--- config.mk ---
export PLATFORM = sky130hd
export DESIGN_NAME = upfc_top
export DESIGN_NICKNAME = d
export VERILOG_FILES = /design/src/upfc_pkg.sv /design/src/upfc_top.sv
export SDC_FILE = /design/constraint.sdc
export NUM_CORES = 1
export LEC_CHECK = 0
export BUFFER_PORTS_ARGS = -buffer_cell sky130_fd_sc_hd__buf_2
export CAP_MARGIN = 25
export CORE_MARGIN = 2
export CORE_UTILIZATION = 51
export CTS_BUF_LIST = sky130_fd_sc_hd__clkbuf_4 sky130_fd_sc_hd__clkbuf_8
export CTS_CLUSTER_DIAMETER = 200
export DETAILED_ROUTE_END_ITERATION = 10
export GPL_TIMING_DRIVEN = 0
export PLACE_DENSITY = 0.8
export SLEW_MARGIN = 20
export SYNTH_ARGS = -nofsm -noshare
export SYNTH_HDL_FRONTEND = slang
export SYNTH_SLANG_ARGS = --single-unit
--- constraint.sdc ---
create_clock -name hclk -period 2.45 [get_ports hclk]
set_input_delay 0.245 -clock hclk [delete_from_list [all_inputs] [get_ports hclk]]
set_output_delay 0.245 -clock hclk [all_outputs]
set_load 0.02 [all_outputs]
--- src/upfc_pkg.sv ---
package upfc_pkg;

    // ==========================================================
    // register map
    localparam logic [7:0] ADDR_TX_BUFFER = 8'h00;
    localparam logic [7:0] ADDR_RX_BUFFER = 8'h04;
    localparam logic [7:0] ADDR_CTRL0     = 8'h08;
    localparam logic [7:0] ADDR_CTRL1     = 8'h0C;
    localparam logic [7:0] ADDR_MODE      = 8'h10;
    localparam logic [7:0] ADDR_STATUS    = 8'h14;
    localparam logic [7:0] ADDR_GPIO      = 8'h18;

    // ==========================================================
    // field positions
    localparam int CTRL0_HS_SELECT  = 0;
    localparam int CTRL0_HS_DISABLE = 1;
    localparam int CTRL1_TX_ENABLE  = 0;
    localparam int CTRL1_RX_ENABLE  = 1;
    localparam int CTRL1_DATA_INV   = 2;
    localparam int MODE_PIN_INV     = 0;
    localparam int STAT_TX_EMPTY    = 0;
    localparam int STAT_RX_FULL     = 1;
    localparam int STAT_TX_BUSY     = 2;
    localparam int STAT_HS_LEVEL    = 3;
    localparam int GPIO_OUT         = 0;
    localparam int GPIO_OE          = 1;

    // ==========================================================
    // reset values
    localparam logic [7:0] CTRL0_RESET = 8'h02;
    localparam logic [7:0] CTRL1_RESET = 8'h00;
    localparam logic [7:0] MODE_RESET  = 8'h00;

    // ==========================================================
    // timing
    localparam int FRAME_BITS      = 10;
    localparam int BIT_CYCLES_DFLT = 16;

    typedef enum logic [1:0] {UPFC_TX_IDLE, UPFC_TX_SHIFT} upfc_tx_state_t;

endpackage

--- src/upfc_top.sv ---
// Decided for this implementation: the register offsets and register access over AHB-Lite.
`timescale 1ns/10ps

module upfc_top #(
    parameter int BIT_CYCLES = upfc_pkg::BIT_CYCLES_DFLT
) (
    // clock and reset
    input  wire logic        hclk,
    input  wire logic        hresetn,
    // ahb-lite slave
    input  wire logic        hsel,
    input  wire logic [7:0]  haddr,
    input  wire logic [1:0]  htrans,
    input  wire logic        hwrite,
    input  wire logic [2:0]  hsize,
    input  wire logic [31:0] hwdata,
    input  wire logic        hready,
    output logic      [31:0] hrdata,
    output logic             hreadyout,
    output logic             hresp,
    // serial pins
    output logic             serial_tx_pin,
    input  wire logic        serial_rx_pin,
    input  wire logic        serial_clock_pin,
    // handshake pin
    input  wire logic        handshake_pin_in,
    output logic             handshake_pin_out,
    output logic             handshake_pin_oe
);

    // ==========================================================
    // bus address phase capture
    logic       wr_pend;
    logic       rd_pend;
    logic [7:0] addr_q;
    wire        bus_take  = hsel && hready && htrans[1];
    wire        wr_tx     = wr_pend && addr_q == upfc_pkg::ADDR_TX_BUFFER;
    wire        wr_ctrl0  = wr_pend && addr_q == upfc_pkg::ADDR_CTRL0;
    wire        wr_ctrl1  = wr_pend && addr_q == upfc_pkg::ADDR_CTRL1;
    wire        wr_mode   = wr_pend && addr_q == upfc_pkg::ADDR_MODE;
    wire        wr_gpio   = wr_pend && addr_q == upfc_pkg::ADDR_GPIO;
    wire        rd_rx     = rd_pend && addr_q == upfc_pkg::ADDR_RX_BUFFER;

    always_ff @(posedge hclk or negedge hresetn) begin
        if (!hresetn) begin
            wr_pend <= 1'b0;
            rd_pend <= 1'b0;
            addr_q  <= 8'h00;
        end else begin
            wr_pend <= bus_take && hwrite;
            rd_pend <= bus_take && !hwrite;
            if (bus_take)
                addr_q <= haddr;
        end
    end

    assign hreadyout = 1'b1;
    assign hresp     = 1'b0;

    // ==========================================================
    // registers
    logic [7:0] ctrl0_reg;
    logic [7:0] ctrl1_reg;
    logic [7:0] mode_reg;
    logic [7:0] tx_buffer_reg;
    logic [7:0] rx_buffer_reg;
    logic [1:0] gpio_reg;
    logic       tx_full;
    logic       rx_full;

    wire handshake_disable   = ctrl0_reg[upfc_pkg::CTRL0_HS_DISABLE];
    wire handshake_select    = ctrl0_reg[upfc_pkg::CTRL0_HS_SELECT];
    wire data_logic_invert   = ctrl1_reg[upfc_pkg::CTRL1_DATA_INV];
    wire pin_polarity_invert = mode_reg[upfc_pkg::MODE_PIN_INV];
    wire tx_enable           = ctrl1_reg[upfc_pkg::CTRL1_TX_ENABLE];
    wire rx_enable           = ctrl1_reg[upfc_pkg::CTRL1_RX_ENABLE];
    wire cts_mode            = !handshake_disable && !handshake_select;
    wire rts_mode            = !handshake_disable && handshake_select;

    always_ff @(posedge hclk or negedge hresetn) begin
        if (!hresetn) begin
            ctrl0_reg <= upfc_pkg::CTRL0_RESET;
            ctrl1_reg <= upfc_pkg::CTRL1_RESET;
            mode_reg  <= upfc_pkg::MODE_RESET;
            gpio_reg  <= 2'b00;
        end else begin
            if (wr_ctrl0)
                ctrl0_reg <= hwdata[7:0];
            if (wr_ctrl1)
                ctrl1_reg <= hwdata[7:0];
            if (wr_mode)
                mode_reg <= hwdata[7:0];
            if (wr_gpio)
                gpio_reg <= hwdata[1:0];
        end
    end

    // ==========================================================
    // read mux
    logic       tx_busy;
    wire  [7:0] rx_read   = data_logic_invert ? ~rx_buffer_reg : rx_buffer_reg;
    wire  [7:0] status_rd = {4'h0, handshake_pin_in, tx_busy, rx_full, !tx_full};
    logic [31:0] next_rdata;

    always_comb begin
        unique case (haddr)
            upfc_pkg::ADDR_RX_BUFFER: next_rdata = {24'h00_0000, rx_read};
            upfc_pkg::ADDR_CTRL0:     next_rdata = {24'h00_0000, ctrl0_reg};
            upfc_pkg::ADDR_CTRL1:     next_rdata = {24'h00_0000, ctrl1_reg};
            upfc_pkg::ADDR_MODE:      next_rdata = {24'h00_0000, mode_reg};
            upfc_pkg::ADDR_STATUS:    next_rdata = {24'h00_0000, status_rd};
            upfc_pkg::ADDR_GPIO:      next_rdata = {30'h0000_0000, gpio_reg};
            default:                  next_rdata = 32'h0000_0000;
        endcase
    end

    always_ff @(posedge hclk or negedge hresetn) begin
        if (!hresetn)
            hrdata <= 32'h0000_0000;
        else if (bus_take && !hwrite)
            hrdata <= next_rdata;
    end

    // ==========================================================
    // bit-rate enable
    logic [15:0] baud_cnt;
    wire         baud_tick = baud_cnt == 16'(BIT_CYCLES - 1);

    always_ff @(posedge hclk or negedge hresetn) begin
        if (!hresetn)
            baud_cnt <= 16'h0000;
        else if (baud_tick)
            baud_cnt <= 16'h0000;
        else
            baud_cnt <= baud_cnt + 16'h0001;
    end

    // ==========================================================
    // transmitter
    upfc_pkg::upfc_tx_state_t tx_state;
    logic [9:0] tx_shift;
    logic [3:0] tx_bits;
    wire        cts_ok    = !cts_mode || !handshake_pin_in;
    wire        tx_start  = tx_enable && tx_full && cts_ok && baud_tick;
    wire  [7:0] tx_word   = data_logic_invert ? ~tx_buffer_reg : tx_buffer_reg;
    wire        tx_line   = tx_state == upfc_pkg::UPFC_TX_SHIFT ? tx_shift[0] : 1'b1;

    assign tx_busy = tx_state == upfc_pkg::UPFC_TX_SHIFT;

    always_ff @(posedge hclk or negedge hresetn) begin
        if (!hresetn) begin
            tx_state      <= upfc_pkg::UPFC_TX_IDLE;
            tx_shift      <= 10'h3FF;
            tx_bits       <= 4'h0;
            tx_full       <= 1'b0;
            tx_buffer_reg <= 8'h00;
        end else begin
            if (wr_tx) begin
                tx_buffer_reg <= hwdata[7:0];
                tx_full       <= 1'b1;
            end
            unique case (tx_state)
                upfc_pkg::UPFC_TX_IDLE: begin
                    if (tx_start && !wr_tx) begin
                        tx_shift <= {1'b1, tx_word, 1'b0};
                        tx_bits  <= 4'(upfc_pkg::FRAME_BITS - 1);
                        tx_full  <= 1'b0;
                        tx_state <= upfc_pkg::UPFC_TX_SHIFT;
                    end
                end
                upfc_pkg::UPFC_TX_SHIFT: begin
                    // frame runs to its end whatever the handshake does
                    if (baud_tick) begin
                        tx_shift <= {1'b1, tx_shift[9:1]};
                        if (tx_bits == 4'h0)
                            tx_state <= upfc_pkg::UPFC_TX_IDLE;
                        else
                            tx_bits <= tx_bits - 4'h1;
                    end
                end
            endcase
        end
    end

    always_ff @(posedge hclk or negedge hresetn) begin
        if (!hresetn)
            serial_tx_pin <= 1'b1;
        else
            serial_tx_pin <= tx_line ^ pin_polarity_invert;
    end

    // ==========================================================
    // receiver
    wire        rx_level  = serial_rx_pin ^ pin_polarity_invert;
    logic [8:0] rx_shift;
    logic [3:0] rx_bits;
    logic       rx_active;
    logic [15:0] rx_cnt;
    wire        rx_mid    = rx_cnt == 16'(BIT_CYCLES / 2);

    always_ff @(posedge hclk or negedge hresetn) begin
        if (!hresetn) begin
            rx_active     <= 1'b0;
            rx_cnt        <= 16'h0000;
            rx_bits       <= 4'h0;
            rx_shift      <= 9'h000;
            rx_full       <= 1'b0;
            rx_buffer_reg <= 8'h00;
        end else begin
            if (rd_rx)
                rx_full <= 1'b0;
            if (!rx_active) begin
                rx_cnt <= 16'h0000;
                if (rx_enable && !rx_level) begin
                    rx_active <= 1'b1;
                    rx_bits   <= 4'(upfc_pkg::FRAME_BITS - 1);
                end
            end else begin
                rx_cnt <= (rx_cnt == 16'(BIT_CYCLES - 1)) ? 16'h0000 : rx_cnt + 16'h0001;
                if (rx_mid) begin
                    rx_shift <= {rx_level, rx_shift[8:1]};
                    if (rx_bits == 4'h0) begin
                        rx_active     <= 1'b0;
                        rx_buffer_reg <= rx_shift[8:1];
                        rx_full       <= 1'b1;
                    end else begin
                        rx_bits <= rx_bits - 4'h1;
                    end
                end
            end
        end
    end

    // ==========================================================
    // handshake pin
    logic clk_prev;
    logic rts_level;
    wire  clk_fall  = clk_prev && !serial_clock_pin;
    wire  rx_ready  = rx_enable && !rx_full && !rx_active;

    always_ff @(posedge hclk or negedge hresetn) begin
        if (!hresetn) begin
            clk_prev  <= 1'b1;
            rts_level <= 1'b1;
        end else begin
            clk_prev <= serial_clock_pin;
            if (clk_fall)
                rts_level <= 1'b1;
            else if (rx_ready)
                rts_level <= 1'b0;
        end
    end

    assign handshake_pin_out = rts_mode ? rts_level : gpio_reg[upfc_pkg::GPIO_OUT];
    assign handshake_pin_oe  = rts_mode ? 1'b1
                             : handshake_disable && gpio_reg[upfc_pkg::GPIO_OE];

    // ==========================================================
    // checks
    cts_gate_a: assert property (@(posedge hclk) disable iff (!hresetn)
        $rose(tx_busy) |-> $past(!cts_mode || !handshake_pin_in))
        else $error("transmit started while clear-to-send high");
    frame_finish_a: assert property (@(posedge hclk) disable iff (!hresetn)
        $rose(tx_busy) |=> tx_busy [*2])
        else $error("frame cut short");
    rts_fall_a: assert property (@(posedge hclk) disable iff (!hresetn)
        $fell(serial_clock_pin) |=> rts_level)
        else $error("request-to-send not raised at clock fall");
    rts_low_a: assert property (@(posedge hclk) disable iff (!hresetn)
        rx_ready && !clk_fall |=> !rts_level)
        else $error("request-to-send not low when ready");
    pin_free_a: assert property (@(posedge hclk) disable iff (!hresetn)
        handshake_disable |-> handshake_pin_oe == gpio_reg[upfc_pkg::GPIO_OE]
            && handshake_pin_out == gpio_reg[upfc_pkg::GPIO_OUT])
        else $error("pin not handed to io");
    cts_input_a: assert property (@(posedge hclk) disable iff (!hresetn)
        cts_mode |-> !handshake_pin_oe)
        else $error("clear-to-send pin driven");
    rts_drive_a: assert property (@(posedge hclk) disable iff (!hresetn)
        rts_mode |-> handshake_pin_oe && handshake_pin_out == rts_level)
        else $error("request-to-send not driven");
    tx_polar_a: assert property (@(posedge hclk) disable iff (!hresetn)
        serial_tx_pin == ($past(tx_line) ^ $past(pin_polarity_invert)))
        else $error("transmit pin polarity wrong");
    tx_invert_a: assert property (@(posedge hclk) disable iff (!hresetn)
        $rose(tx_busy) |-> tx_shift[8:1] == ($past(data_logic_invert) ? ~$past(tx_buffer_reg) : $past(tx_buffer_reg)))
        else $error("transmit data inversion wrong");
    rx_invert_a: assert property (@(posedge hclk) disable iff (!hresetn)
        rd_rx |-> hrdata[7:0] == $past(data_logic_invert ? ~rx_buffer_reg : rx_buffer_reg))
        else $error("receive data inversion wrong");

    tx_frame_c: cover property (@(posedge hclk) disable iff (!hresetn) $fell(tx_busy));
    rx_frame_c: cover property (@(posedge hclk) disable iff (!hresetn) $rose(rx_full));
    cts_hold_c: cover property (@(posedge hclk) disable iff (!hresetn) cts_mode && tx_full && handshake_pin_in);
    rts_cycle_c: cover property (@(posedge hclk) disable iff (!hresetn) rts_mode && clk_fall && !rts_level);

endmodule // upfc_top

Yosys cells after proc, flatten, opt, wreduce, memory -nomap -nowiden --
Index checks and enable logic that the tools add are counted.
Word-level totals: register bits 151, bits of input ports 53
Cells by class: add/subtract/negate cells 4, equal/unequal tests 21, muxes and demuxes 37, bitwise logic cells 4, reduce and logical (&&, ||, !) cells 45
Operators with widths (count):
- 16-bit by 4-bit equality test with 1-bit output (second input constant) | 3
- 16-bit 2-to-1 mux | 3
- 8-bit case mux with 6 select lines | 1
- 8-bit by 5-bit equality test with 1-bit output (second input constant) | 5
- 16-bit by 1-bit adder with 16-bit output (second input constant) | 2
- 8-bit by 4-bit equality test with 1-bit output (second input constant) | 4
- 4-bit 2-to-1 mux | 7
- 1-bit logical AND | 21
- 10-bit 2-to-1 mux | 2
- 10-bit case mux with 2 select lines | 1
- 8-bit by 3-bit equality test with 1-bit output (second input constant) | 2
- 1-bit 2-to-1 mux | 16
- 8-bit 2-to-1 mux | 2
- 8-bit inverter | 2
- 3-bit AND reduction | 4
- 1-bit zero test | 11
- 4-bit zero test | 2
- 8-bit zero test | 1
- 4-bit case mux with 2 select lines | 1
- 4-bit by 1-bit subtractor with 4-bit output (second input constant) | 2
- 2-bit 2-to-1 mux | 3
- 2-bit by 1-bit inequality test with 1-bit output (second input constant) | 3
- 2-bit inequality test (second input constant) | 3
- 2-bit case mux with 2 select lines | 1
- 6 further kinds | 9

Depth between registers and ports, before layout --
word-level depth 9, gate-level depth with buffers 7, gate-level depth less buffers 6

Least setup slack after synthesis --
OpenSTA, ideal clock, no wires.
path type register to register, start register rx_cnt[0], end register rx_buffer_reg[0], library setup time 0.125 ns, arrival 1.624 ns, path slack 0.701 ns, stages on the path, launching flop included 8, path buffers 1, period minus slack after synthesis 1.749 ns, cell sequence dfrtp_1 inv_1 ha_1 and4b_2 and4_1 buf_4 nand2_4 mux2_4
On the way: cells in the longest elaborated chain, start to end 2
Ends and longest elaborated chain:
- start, declared | line upfc_top.sv:198 | logic [15:0] rx_cnt;
- start signal, assigned | line upfc_top.sv:219 | rx_cnt <= (rx_cnt == 16'(BIT_CYCLES - 1)) ? 16'h0000 : rx_cnt + 16'h0001;
- 16-bit by 4-bit equality test with 1-bit output | line upfc_top.sv:199 | wire rx_mid = rx_cnt == 16'(BIT_CYCLES / 2);
- 3-bit AND reduction (no line)
- end signal, assigned | line upfc_top.sv:224 | rx_buffer_reg <= rx_shift[8:1];
- end, declared | line upfc_top.sv:66 | logic [7:0] rx_buffer_reg;
Every way passes these cells. A chain may end at the register's enable or synchronous reset.

Worst setup path in the final report --
start register baud_cnt[0], end register tx_shift[7]
On the way: cells in the longest elaborated chain, start to end 5, elaborated cells between the ends (all ways) 6, those cells by class 3 x eq/ne; 3 x reduce/logical
Ends and longest elaborated chain:
- start, declared | line upfc_top.sv:126 | logic [15:0] baud_cnt;
- start signal, assigned | line upfc_top.sv:135 | baud_cnt <= baud_cnt + 16'h0001;
- 16-bit by 4-bit equality test with 1-bit output * | line upfc_top.sv:127 | wire baud_tick = baud_cnt == 16'(BIT_CYCLES - 1);
- 1-bit logical AND | line upfc_top.sv:144 | wire tx_start = tx_enable && tx_full && cts_ok && baud_tick;
- 1-bit logical AND | line upfc_top.sv:164 | if (tx_start && !wr_tx) begin
- 2-bit inequality test (no line)
- 2-bit AND reduction (no line) *
- end signal, assigned | line upfc_top.sv:165 | tx_shift <= {1'b1, tx_word, 1'b0};
- end signal, assigned | line upfc_top.sv:174 | tx_shift <= {1'b1, tx_shift[9:1]};
- end, declared | line upfc_top.sv:141 | logic [9:0] tx_shift;
Mark *: on every way between the ends. The rest lies on a longest branch, timed or not.

==> summary.txt <==
outcome - finished clean
area growth from synthesis to layout - 14.7%
largest clock skew in the final design - 0.0104 ns
startpoint types - register
library cell appearing most often on the critical path - sky130_fd_sc_hd__and3_1
buffer count from post-CTS setup fixing - 0
number of flops mapped to enable cells by yosys - 0
number of setup violations in the final report - 0
post-synthesis async set-or-reset flop share - 100%
num ports - 90
Tightest Hold Check Type - in -> reg
number of nets in the layout - 694
Pwr Density - 719 mW/mm^2
standby leakage power - 3.40 nW
syn_area_per_cell - 11.3 sq um
Final Routed Wirelength - 12.9 mm
start point of the critical path - baud_cnt[0]
overall via count from detail_route - 4376
Detail Placement HPWL - 9.18 mm
reg-to-reg startpoint - baud_cnt[0]
per-cell via count in the routed design - 5.51
Worst Setup Path Type - reg -> reg
Slew Limit Fails - 0
final critical-path setup slack - 0.409 ns
vias in the first global route - 4418
delay of the slowest critical-path stage - 0.43 ns
routability-driven placement congestion ratio - 0.916
cell with the largest stage delay on the worst path - sky130_fd_sc_hd__dfrtp_1
number of distinct library cell variants in the gate-level netlist after synthesis - 66
dominant register cell in the synthesized netlist - sky130_fd_sc_hd__dfrtp_1
CTS Root Buffer Type - sky130_fd_sc_hd__clkbuf_8
number of antenna diodes - 0
worst-case clock buffer depth - 2
leading cell type in the layout, fill and taps excluded - sky130_fd_sc_hd__dfrtp_1
clock-pin slew on the worst setup and hold paths - 0.07 ns
remaining antenna violation count - 0
source-to-sink clock delay at the later pin of the worst-skew pair - 0.44 ns
cell count after synthesis - 554
remaining max-slew budget at the tightest pin - 44.7%
flip-flop and latch count after synthesis - 124
die area - 0.0132 sq mm
most frequent cells in the layout - sky130_fd_sc_hd__dfrtp_1, sky130_fd_sc_hd__nand2_1, sky130_fd_sc_hd__mux2_2
Inserted Clock Buffers - 17
initial core utilization - 52.2%
highest net fanout along the worst path - 10
number of antenna violations at the first check in global routing - 0
sum of overflow across all layers after global routing - 0
Final Hold Viols - 0
core utilization of the finished layout - 59.9%
drc violations - 0
TritonCTS clock tree - built
Die Ht - 115 um
Critical Path AT - 2.40 ns
minimum period implied by the final worst setup slack - 2.04 ns
Buf/Inv on CP - 1
required time of the critical path - 2.81 ns
unrepaired setup endpoints after global routing - false
Port Buffers - 34
H-tree depth - 4
share of cells above drive strength 1 - 29.8%
Largest regs - baud_cnt (16), rx_cnt (16), tx_shift (9)
post-synthesis sequential area ratio - 49.9%
cell area after technology mapping - 0.00625 sq mm
largest net degree at the start of global routing - 86
number of core rows - 40
crit end category - register
number of violations of the max-capacitance limit - 0
Worst IR Drop VDD - 0.000481 V
TritonCTS sink count - 124
worst path cell trace - ha_1, and3_1, and4_1, and3_1, buf_4, mux2_4
# fillers - 946
core region area - 0.0120 sq mm
transition time at the pin with the least slew margin - 0.821 ns
start point of the worst min-delay path - hwrite
gate family responsible for the most delay along the worst path - simple AND/OR/NAND/NOR gates
Die W - 115 um
all-layer global routing usage - 20.9%
maximum achievable frequency - 0.490 GHz
part of the cycle the worst path needs - 83.3%
first-pass GRT wire length - 21.4 mm
first-pass iteration count of the detailed router - 4
violation count after the first detailed-routing iteration - 302
Warnings, synthesis - 0
Placement Setup Slack - 0.460 ns
final routed wire length divided by cell count - 16.2 um
final timing paths:
path                                    end  slack, ns  depth (start not counted)
worst max-delay path            tx_shift[7]       0.41                          6
worst min-delay path                wr_pend       0.06                          3
worst max register to register  tx_shift[7]       0.41                          6
worst min register to register  rx_shift[1]       0.47                          2
max in group asynchronous          clk_prev       1.39                          3
min in group asynchronous       baud_cnt[4]       0.28                          2
synthesized netlist by cell type (all sizes together) (4+ instances only):
cell	count	area, sq um
a21oi	8	40.0
a221o	5	50.1
a32o	4	40.0
and2	6	37.5
and3	10	65.1
and4	10	90.1
buf	36	250
clkbuf	8	30.0
dfrtp	111	2780
dfstp	13	342
ha	7	87.6
inv	14	52.6
mux2	58	709
nand2	62	243
nand3	20	105
nand4	15	100
nor2	27	101
nor2b	7	43.8
nor3	7	35.0
nor4	11	144
o21ai	21	105
xnor2	30	263
xor2	12	105
through the flow:
step           std cells  hold WS [ns]  setup TNS (ns)  area (sq um)  power, W
2_1_floorplan        578       -0.0506               0          6340   0.00304
3_3_place_gp         759         0.373          -34.20          6690   0.00322
3_5_place_dp         760         0.178               0          6730   0.00329
4_1_cts              794        0.0320               0          7170   0.00518
5_1_grt              794        0.0299               0          7170   0.00540
6_report             794        0.0553               0          7170   0.00515
cell families after synthesis:
group                    after synthesis  share of synthesized area, %
buffers and inverters                 58                          5.33
multiplexers                          61                          11.8
flip-flops                           124                          49.9
other                                  2                         0.120
XOR/XNOR                              42                          5.89
AND/OR/NAND/NOR                      193                          18.0
AO/OA/AOI/OAI                         67                          7.53
adder cells (fa/ha/maj)                7                          1.40
worst register-to-register path, delay by kind of cell, from the launching register on:
kind,cells,cell delay [ns]
fa+ha+maj,1,0.27
buf+inv,1,0.22
simple gates,3,0.73
mux,1,0.32
flops,1,0.43
cell type report:
type                    instances  area [sq um]  area share (%)
flip-flops and latches        124          3120            43.5
multi-input cells             396          2890            40.3
plain buffers                  44           280            3.91
clock buffers                  21           277            3.86
repair buffers                 37           224            3.13
well taps                     147           184            2.57
clock inverters                11           143            1.99
inverters                      14          52.6           0.733
where the power goes:
group | switching, W | internal [W] | total [W] | leakage, nW
clock network | 0.000805 | 0.00108 | 0.00188 | 0.212
logic | 0.000428 | 0.000362 | 0.000791 | 1.63
registers | 0.000218 | 0.00226 | 0.00248 | 1.56
metal layers:
layer	vias up	wire (um)	global-route usage, %
met5	-	0	0
met4	0	199	7.31
met3	22	630	6.30
met2	105	6760	35.8
met1	2166	5310	25.0
li1	2083	-	-
repair_timing:
item | in CTS | in global routing
resized for setup | 0 | 0
hold endpoints to repair | 33 | 0
hold buffers | 2 | 0
No activity file was read; power rests on OpenSTA's default activity.
